### config.mk
export PLATFORM = sky130hd
export DESIGN_NAME = rxcp_port_select
export DESIGN_NICKNAME = d
export VERILOG_FILES = /design/src/design/rxcp_pkg.sv /design/src/design/rxcp_ser_if.sv /design/src/design/rxcp_port_select.sv /design/src/design/rxcp_shifter.sv
export SDC_FILE = /design/constraint.sdc
export NUM_CORES = 1
export LEC_CHECK = 0
export BUFFER_PORTS_ARGS = -buffer_cell sky130_fd_sc_hd__buf_4
export CAP_MARGIN = 20
export CORE_AREA = 8 8 82 84
export DETAILED_ROUTE_END_ITERATION = 10
export DIE_AREA = 0 0 90 92
export GPL_TIMING_DRIVEN = 0
export HOLD_SLACK_MARGIN = 0.15
export PLACE_DENSITY_LB_ADDON = 0.3
export SLEW_MARGIN = 0
export SYNTH_ARGS = -nofsm -noshare
export SYNTH_HDL_FRONTEND = slang
export SYNTH_SLANG_ARGS = --single-unit
### constraint.sdc
create_clock -name i_clk -period 1.84 [get_ports i_clk]
set_input_delay 0.276 -clock i_clk [delete_from_list [all_inputs] [get_ports i_clk]]
set_output_delay 0.276 -clock i_clk [all_outputs]
set_load 0.005 [all_outputs]
### src/design/rxcp_pkg.sv
/*
  Constants shared by the receiver control-port selection logic.
  Assumes a single 50 MHz system clock and pads that pull open inputs low.
*/
package rxcp_pkg;
  // ****************************************
  // Clock and modem timing
  // ****************************************
  localparam int unsigned CLK_HZ = 50_000_000;
  localparam int unsigned FM_STROBE_HZ = 40_000;
  localparam int unsigned FM_CLOCK_HZ = 360_000;
  // FM converter clock edges per strobe period
  localparam int unsigned FM_STEPS = FM_CLOCK_HZ / FM_STROBE_HZ;
  localparam logic [3:0] FM_LAST_STEP = 4'(FM_STEPS - 1);

  // ****************************************
  // Serial word and pad indices
  // ****************************************
  localparam int unsigned WORD_W_DEF = 16;
  localparam int unsigned PAD_SEL = 0;
  localparam int unsigned PAD_LATCH = 1;
  localparam int unsigned PAD_SDATA = 2;
  localparam int unsigned PAD_SCLK = 3;
  localparam int unsigned PAD_FSTB = 4;
  localparam int unsigned PAD_FCLK = 5;
  localparam int unsigned PAD_N = 6;

  // ****************************************
  // Values after reset
  // ****************************************
  localparam logic CTL_RESET = 1'h1;
  localparam logic OE_N_RESET = 1'h1;
endpackage

### src/design/rxcp_ser_if.sv
/*
  Carrier between the port selector and its serial shifter.
  Assumes both ends run on the same clock.
*/
`timescale 1ns/1ps
`default_nettype none
interface rxcp_ser_if #(parameter int unsigned W = 16);
  logic frame_start;
  logic shift_en;
  logic bit_in;
  logic [W-1:0] load_word;
  logic [W-1:0] word;
  logic rd_bit;
  logic rd_mode;
  modport core (output frame_start, shift_en, bit_in, load_word,
                input word, rd_bit, rd_mode);
  modport shifter (input frame_start, shift_en, bit_in, load_word,
                   output word, rd_bit, rd_mode);
endinterface
`default_nettype wire

### src/design/rxcp_port_select.sv
/*
  Receiver control-port selection: serial/parallel pin sharing, slot
  power-down, FM converter strobe/clock sequencing.
  Assumes pins are synchronous to i_clk; a floating pad is flagged on
  i_pad_float and then reads low.
*/
`timescale 1ns/1ps
`default_nettype none
module rxcp_port_select #(
  parameter int unsigned WORD_W = rxcp_pkg::WORD_W_DEF
) (
  input wire logic i_clk,                        // System clock, 50 MHz
  input wire logic i_reset_n,                    // Sync reset, active low
  input wire logic [rxcp_pkg::PAD_N-1:0] i_pad_float, // Pad has no driver
  input wire logic i_serial_port_select,         // Serial/parallel select
  input wire logic i_idle_or_latch_pin,          // Idle or latch strobe
  input wire logic i_fm_select_or_sdata_pin,     // FM select or data in
  output logic o_fm_select_or_sdata_pin,         // Data out
  output logic o_fm_select_or_sdata_oe_n,        // Data drive, active low
  input wire logic i_sleep_or_sclk_pin,          // Sleep or serial clock
  input wire logic i_rx_slot_low,                // Slot mode, active low
  input wire logic i_fm_conv_strobe,             // FM converter strobe
  input wire logic i_fm_conv_clock,              // FM converter clock
  output logic o_serial_mode,                    // Serial mode active
  output logic o_idle_low_ctl,                   // Idle control, active low
  output logic o_fm_select_low_ctl,              // FM select, active low
  output logic o_sleep_low_ctl,                  // Sleep control, active low
  output logic [WORD_W-1:0] o_serial_word,       // Last latched word
  output logic o_serial_word_valid,              // Word latched pulse
  output logic o_core_run,                       // Non-slot functions run
  output logic o_osc_ref_run,                    // Osc, buffer, divider run
  output logic o_fm_conv_start,                  // Conversion start pulse
  output logic o_fm_conv_busy,                   // Conversion in progress
  output logic [3:0] o_fm_conv_step              // Converter clock step
);
  import rxcp_pkg::*;

  // ****************************************
  // Parameter check
  // ****************************************
  if (WORD_W < 2 || WORD_W > 32)
  begin : g_bad_width
    $error("WORD_W must be 2 to 32");
  end

  typedef struct packed {
    logic serial;
    logic idle;
    logic fmsel;
    logic sleep;
    logic stb_q;
    logic sclk_q;
    logic fstb_q;
    logic fclk_q;
    logic framing;
    logic [WORD_W-1:0] word;
    logic word_vld;
    logic sdo;
    logic sdo_oe_n;
    logic core_run;
    logic fm_start;
    logic fm_busy;
    logic [3:0] fm_step;
  } rxcp_st_t;

  rxcp_st_t st_reg;
  rxcp_st_t st_next;
  logic sel;
  logic latch;
  logic sdi;
  logic sclk;
  logic fstb;
  logic fclk;

  rxcp_ser_if #(.W(WORD_W)) ser ();

  // ****************************************
  // Pad values
  // ****************************************
  // Floating pads read low
  assign sel = i_serial_port_select & ~i_pad_float[PAD_SEL];
  assign latch = i_idle_or_latch_pin & ~i_pad_float[PAD_LATCH];
  assign sdi = i_fm_select_or_sdata_pin & ~i_pad_float[PAD_SDATA];
  assign sclk = i_sleep_or_sclk_pin & ~i_pad_float[PAD_SCLK];
  assign fstb = i_fm_conv_strobe & ~i_pad_float[PAD_FSTB];
  assign fclk = i_fm_conv_clock & ~i_pad_float[PAD_FCLK];

  // ****************************************
  // Serial shifter
  // ****************************************
  // Frame opens on latch rise, bits taken on clock rises
  assign ser.frame_start = sel & latch & ~st_reg.stb_q;
  assign ser.shift_en = sel & st_reg.framing & latch & sclk & ~st_reg.sclk_q;
  assign ser.bit_in = sdi;
  assign ser.load_word = st_reg.word;

  rxcp_shifter #(.W(WORD_W)) u_shifter (
    .i_clk(i_clk),
    .i_reset_n(i_reset_n),
    .ser(ser)
  );

  // ****************************************
  // Next state
  // ****************************************
  // Mode selection, serial framing, FM sequencing
  always_comb
  begin
    st_next = st_reg;
    st_next.word_vld = 1'h0;
    st_next.fm_start = 1'h0;
    st_next.serial = sel;
    st_next.stb_q = latch;
    st_next.sclk_q = sclk;
    st_next.fstb_q = fstb;
    st_next.fclk_q = fclk;
    st_next.core_run = i_rx_slot_low;
    if (!sel)
    begin
      st_next.idle = latch;
      st_next.fmsel = sdi;
      st_next.sleep = sclk;
      st_next.framing = 1'h0;
      st_next.sdo_oe_n = 1'h1;
    end
    else
    begin
      if (ser.frame_start)
      begin
        st_next.framing = 1'h1;
      end
      else if (st_reg.framing && !latch)
      begin
        st_next.framing = 1'h0;
        st_next.word = ser.word;
        st_next.word_vld = 1'h1;
      end
      if (st_reg.framing && latch && !sclk && st_reg.sclk_q)
      begin
        st_next.sdo = ser.rd_bit;
        st_next.sdo_oe_n = ~ser.rd_mode;
      end
      if (!latch)
      begin
        st_next.sdo_oe_n = 1'h1;
      end
    end
    // Strobe restarts the converter, clock rises step it
    if (!i_rx_slot_low)
    begin
      st_next.fm_busy = 1'h0;
    end
    else if (fstb && !st_reg.fstb_q)
    begin
      st_next.fm_start = 1'h1;
      st_next.fm_busy = 1'h1;
      st_next.fm_step = 4'h0;
    end
    else if (st_reg.fm_busy && fclk && !st_reg.fclk_q)
    begin
      st_next.fm_step = st_reg.fm_step + 4'h1;
      if (st_reg.fm_step == FM_LAST_STEP)
      begin
        st_next.fm_busy = 1'h0;
      end
    end
    if (!i_reset_n)
    begin
      st_next = '0;
      st_next.idle = CTL_RESET;
      st_next.fmsel = CTL_RESET;
      st_next.sleep = CTL_RESET;
      st_next.sdo_oe_n = OE_N_RESET;
    end
  end

  // State register
  always_ff @(posedge i_clk)
  begin
    st_reg <= st_next;
  end

  // ****************************************
  // Outputs
  // ****************************************
  assign o_serial_mode = st_reg.serial;
  assign o_idle_low_ctl = st_reg.idle;
  assign o_fm_select_low_ctl = st_reg.fmsel;
  assign o_sleep_low_ctl = st_reg.sleep;
  assign o_serial_word = st_reg.word;
  assign o_serial_word_valid = st_reg.word_vld;
  assign o_fm_select_or_sdata_pin = st_reg.sdo;
  assign o_fm_select_or_sdata_oe_n = st_reg.sdo_oe_n;
  assign o_core_run = st_reg.core_run;
  assign o_osc_ref_run = 1'h1; // Never stopped, even in slot mode
  assign o_fm_conv_start = st_reg.fm_start;
  assign o_fm_conv_busy = st_reg.fm_busy;
  assign o_fm_conv_step = st_reg.fm_step;

  // ****************************************
  // Assertions
  // ****************************************
  property p_mode_follow;
    @(posedge i_clk) disable iff (!i_reset_n)
    (sel ##1 sel) |-> o_serial_mode ##1 $stable(o_idle_low_ctl);
  endproperty
  a_mode_follow: assert property (p_mode_follow) else $error("serial mode wrong");

  property p_idle_par;
    @(posedge i_clk) disable iff (!i_reset_n)
    !sel |=> o_idle_low_ctl == $past(latch);
  endproperty
  a_idle_par: assert property (p_idle_par) else $error("idle not followed");

  property p_oe_serial;
    @(posedge i_clk) disable iff (!i_reset_n)
    !o_fm_select_or_sdata_oe_n |-> o_serial_mode && $past(sel);
  endproperty
  a_oe_serial: assert property (p_oe_serial) else $error("data driven outside serial");

  property p_sel_float;
    @(posedge i_clk) disable iff (!i_reset_n)
    i_pad_float[PAD_SEL] |=> !o_serial_mode;
  endproperty
  a_sel_float: assert property (p_sel_float) else $error("floating select not low");

  property p_latch_float;
    @(posedge i_clk) disable iff (!i_reset_n)
    (i_pad_float[PAD_LATCH] && !sel) |=> !o_idle_low_ctl;
  endproperty
  a_latch_float: assert property (p_latch_float) else $error("floating idle not low");

  property p_slot_stop;
    @(posedge i_clk) disable iff (!i_reset_n)
    !i_rx_slot_low |=> !o_core_run && !o_fm_conv_busy && o_osc_ref_run;
  endproperty
  a_slot_stop: assert property (p_slot_stop) else $error("slot mode not stopping");

  property p_fm_start;
    @(posedge i_clk) disable iff (!i_reset_n)
    (i_rx_slot_low && fstb && !st_reg.fstb_q) |=>
      o_fm_conv_start && o_fm_conv_busy && o_fm_conv_step == 4'h0;
  endproperty
  a_fm_start: assert property (p_fm_start) else $error("strobe missed");

  property p_sleep_serial;
    @(posedge i_clk) disable iff (!i_reset_n)
    (sel && st_reg.serial) |=> $stable(o_sleep_low_ctl);
  endproperty
  a_sleep_serial: assert property (p_sleep_serial) else $error("sleep moved in serial");

  property p_word_latch;
    @(posedge i_clk) disable iff (!i_reset_n)
    (sel && st_reg.framing && !latch && !ser.frame_start) |=>
      o_serial_word_valid ##1 !o_serial_word_valid;
  endproperty
  a_word_latch: assert property (p_word_latch) else $error("word not latched");

  c_frame: cover property (@(posedge i_clk) disable iff (!i_reset_n) o_serial_word_valid);
  c_fm_done: cover property (@(posedge i_clk) disable iff (!i_reset_n) $fell(o_fm_conv_busy));
  c_readback: cover property (@(posedge i_clk) disable iff (!i_reset_n)
    !o_fm_select_or_sdata_oe_n);
endmodule // rxcp_port_select
`default_nettype wire

### src/design/rxcp_shifter.sv
/*
  Serial shifter: collects data bits, keeps the read flag and
  presents read-back bits MSB first.
  Assumes the selector only pulses shift_en inside a frame.
*/
`timescale 1ns/1ps
`default_nettype none
module rxcp_shifter #(
  parameter int unsigned W = 16
) (
  input wire logic i_clk,        // System clock
  input wire logic i_reset_n,    // Sync reset, active low
  rxcp_ser_if.shifter ser        // Link to the selector
);
  import rxcp_pkg::*;

  typedef struct packed {
    logic [W-1:0] shift;
    logic [W-1:0] rd_buf;
    logic first;
    logic rd_mode;
  } rxcp_sh_t;

  rxcp_sh_t sh_reg;
  rxcp_sh_t sh_next;

  // ****************************************
  // Next state
  // ****************************************
  // First bit of a frame picks read mode
  always_comb
  begin
    sh_next = sh_reg;
    if (!i_reset_n)
    begin
      sh_next = '0;
    end
    else if (ser.frame_start)
    begin
      sh_next.first = 1'h1;
      sh_next.rd_mode = 1'h0;
      sh_next.rd_buf = ser.load_word;
    end
    else if (ser.shift_en)
    begin
      sh_next.shift = {sh_reg.shift[W-2:0], ser.bit_in};
      sh_next.first = 1'h0;
      if (sh_reg.first)
      begin
        sh_next.rd_mode = ser.bit_in;
      end
      else if (sh_reg.rd_mode)
      begin
        sh_next.rd_buf = {sh_reg.rd_buf[W-2:0], 1'h0};
      end
    end
  end

  // State register
  always_ff @(posedge i_clk)
  begin
    sh_reg <= sh_next;
  end

  // Outputs to the selector
  assign ser.word = sh_reg.shift;
  assign ser.rd_bit = sh_reg.rd_buf[W-1];
  assign ser.rd_mode = sh_reg.rd_mode;
endmodule // rxcp_shifter
`default_nettype wire

==> results.sh <==
export IMPL_fin_crit_sh_pct=91.8
export IMPL_post_dp_hpwl_um=4710
export IMPL_start_util_pct=53.3
export IMPL_ff2ff_path_depth=6
export IMPL_crit_path_top_delay_cell="or4bb_1"
export IMPL_die_area_sq_um=8280
export IMPL_worst_hold_slack_ps=204
export IMPL_syn_area_per_cell_sq_um=8.68
export IMPL_rsz0062_at_grt="false"
export IMPL_core_sq_um=5410
export IMPL_clk_path_buf_depth=2
export IMPL_postCtsHoldBufs=2
export IMPL_numCtsBuffers=9
export IMPL_grt_pass1_vias=2287
export IMPL_die_x_um=90
export IMPL_cts_sinks=69
export IMPL_crit_type="in -> reg"
export IMPL_seq_area_frac_synth_pct=47.9
export IMPL_hold_end="st_reg[27]"
export IMPL_holdCritPathClass="in -> reg"
export IMPL_cts_tree="done"
export IMPL_syn2layout_area_growth_pct=22.6
export IMPL_worst_ep_required_time_ps=2060
export IMPL_synth_top_area_cell="dfxtp_1"
export IMPL_synthArstFlopShare_pct=0
export IMPL_hold_viol=0
export IMPL_final_layout_size_suffix_gt1_share_pct=23.9
export IMPL_r2r_setup_slack_ps=220
export IMPL_nFillCells=473
export IMPL_drt_iter0_markers=96
export IMPL_diodes=0
export IMPL_synth_edf_count=0
export IMPL_worstHoldStart="i_fm_conv_clock"
export IMPL_finish_utilization_pct=65.3
export IMPL_detail_route_vias_per_cell=5.17
export IMPL_fp_row_count=27
export IMPL_critPathMaxFanout=3
export IMPL_synth_top_area_share_pct=47.9
export IMPL_grt_pass1_wl_um=10600
export IMPL_die_height_um=92
export IMPL_synth_area_sq_um=2880
export IMPL_port_buffers=44
export IMPL_holdPathStages=3
export IMPL_ios=46
export IMPL_crit_path_start_kind="input port"
export IMPL_status="completed"
export IMPL_post_route_min_period_ps=1690
export IMPL_h_tree_depth=3
export IMPL_finalSetupViolCount=0
export IMPL_ys_flop_type="dfxtp_1"
export IMPL_antenna_found_initial=0
export IMPL_synth_area_leaders="dfxtp_1, nand2_1, buf_4"
export IMPL_crit_family="buffers and inverters"
export IMPL_synth_nets=349
export IMPL_drv_slew=0
export IMPL_worstPathCellList="dlygate4sd3_1 > buf_4 > or4bb_1 > a21oi_1 > xnor2_1 > nor2_1"
export IMPL_tns_ps=0
export IMPL_grt_overflow=0
export IMPL_endpoint_kind="flop"
export IMPL_critPathBufInv=2
export IMPL_ys_types=38
export IMPL_insertion_delay_ps=340
export IMPL_regToRegEndpoint="u_shifter.ser.word[11]"
export IMPL_slew_headroom_pct=66.3
export IMPL_critPathArrivalTime_ps=1910
export IMPL_total_leakage_power_nw=1.46
export IMPL_cts_setup_buffers=0
export IMPL_num_vias=2409
export IMPL_grt_use_total_pct=15.6
export IMPL_worst_slew_pin_slew_ps=505
export IMPL_ant_nets=0
export IMPL_grt_max_degree=13
export IMPL_drc=0
export IMPL_syn_inst=332
export IMPL_finalWirelength_um=6330
export IMPL_ctsResizeCount=0
export IMPL_cpPeakStageDelay_ps=550
export IMPL_place_gp_congestion=0.814
export IMPL_nNetsFinal=406
export IMPL_yosysWarnings=0
export IMPL_ir_worst_vdd_uv=639
export IMPL_power_density_nw_per_um2=830
export IMPL_skew_ps=11.5
export IMPL_path_clk_slew_ps=70
export IMPL_cts_root_buf="clkbuf_8"
export IMPL_reg2reg_from="st_reg[26]"
export IMPL_drv_cap=0
export IMPL_routedWlPerCell_um=13.6
export IMPL_drt_first_pass_iters=4
export IMPL_fmax_mhz=592
export IMPL_ys_seq_elements=69
## metal layers
metal	GRT usage, %	share of wire, %	vias up
li1	-	-	1237
met5	0	0	-
met2	27.4	51	41
met3	3.10	3.3	9
met4	8.32	1.8	0
met1	17.5	44	1122
## placed cells by master (no fill, tap or decap), types with 9 or more instances in the layout
cell        n
nand2_1    76
dfxtp_1    69
buf_4      65
nand3_1    21
a21oi_1    20
o2bb2ai_1  15
a22o_1     15
clkbuf_1   11
clkbuf_8   11
o21ai_0    10
nor2_1      9
## layout make-up
class                           count  area [sq um]  area share, %
Clock buffer                       11           151           4.29
Clock inverter                      5          58.8           1.66
Sequential cell                    69          1380           39.1
Inverter                            8          30.0          0.850
Multi-Input combinational cell    212          1210           34.3
Buffer                             43           258           7.30
Tap cell                           72          90.1           2.55
Timing Repair Buffer               46           350           9.92
## power by group
part	internal, mW	leakage, nW	total (mW)	switching [mW]
sequential	1.51	0.558	1.51	0.00770
combinational	0.0665	0.797	0.150	0.0833
clock	0.699	0.102	1.27	0.567
total	2.27	1.46	2.93	0.658
## cell usage after synthesis, types with 2 or more instances
| library cell | count |
|---|---|
| nor3b_1 | 2 |
| o2bb2ai_1 | 15 |
| a21oi_1 | 20 |
| inv_1 | 8 |
| nand2b_1 | 2 |
| and3_1 | 2 |
| o21ai_1 | 8 |
| nor3_1 | 2 |
| nor2b_1 | 3 |
| ha_1 | 2 |
| dfxtp_1 | 69 |
| o211ai_1 | 3 |
| buf_1 | 2 |
| xnor2_1 | 2 |
| mux2i_1 | 5 |
| nor2_1 | 9 |
| buf_4 | 21 |
| o21ai_0 | 10 |
| buf_2 | 8 |
| a22o_1 | 15 |
| nand3_1 | 21 |
| nand2_1 | 76 |
| clkbuf_1 | 11 |
| nand4_1 | 2 |
## worst max path at each step
stage | slack (ps) | endpoint | cells after the start | startpoint
floorplan | 370 | u_shifter.sh_reg[3] | 5 | st_reg[26]
global placement | 160 | o_fm_select_or_sdata_oe_n | 6 | i_reset_n
detailed placement | 130 | o_fm_select_or_sdata_oe_n | 6 | i_reset_n
CTS | 160 | o_fm_conv_step[3] | 6 | i_pad_float[5]
global route | 80 | u_shifter.ser.word[14] | 6 | st_reg[26]
finish | 150 | o_fm_conv_step[3] | 6 | i_pad_float[5]
## worst register-to-register path, cell delays in order (launching register included)
cell and delay, ps:
dfxtp_1 390, and4bb_2 310, and3_1 180, clkbuf_1 200
buf_2 260, nand3_1 100, o21ai_0 110
## kinds of logic (layout without fill, tap and decap cells)
family	count (synthesis)	after routing	synth area share [%]
flip-flops	69	69	47.9
other	1	1	0.130
multiplexers	5	5	1.74
AND/OR/NAND/NOR	127	127	20.7
XOR/XNOR	2	2	0.608
adder cells (fa/ha/maj)	2	2	0.868
buffers and inverters	51	113	9.99
AO/OA/AOI/OAI	75	75	18.1
## per-stage QoR
step / std cells / setup slack [ps] / total power, mW / instance area, sq um
final: 466 / 152 / 2.93 / 3530
after global routing: 466 / 79.2 / 3.05 / 3530
after CTS: 466 / 164 / 2.95 / 3530
after detailed placement: 448 / 128 / 1.70 / 3300
after global placement: 448 / 159 / 1.69 / 3300
after floorplan: 332 / 373 / 1.63 / 2880
No activity file was read; power rests on OpenSTA's default activity.
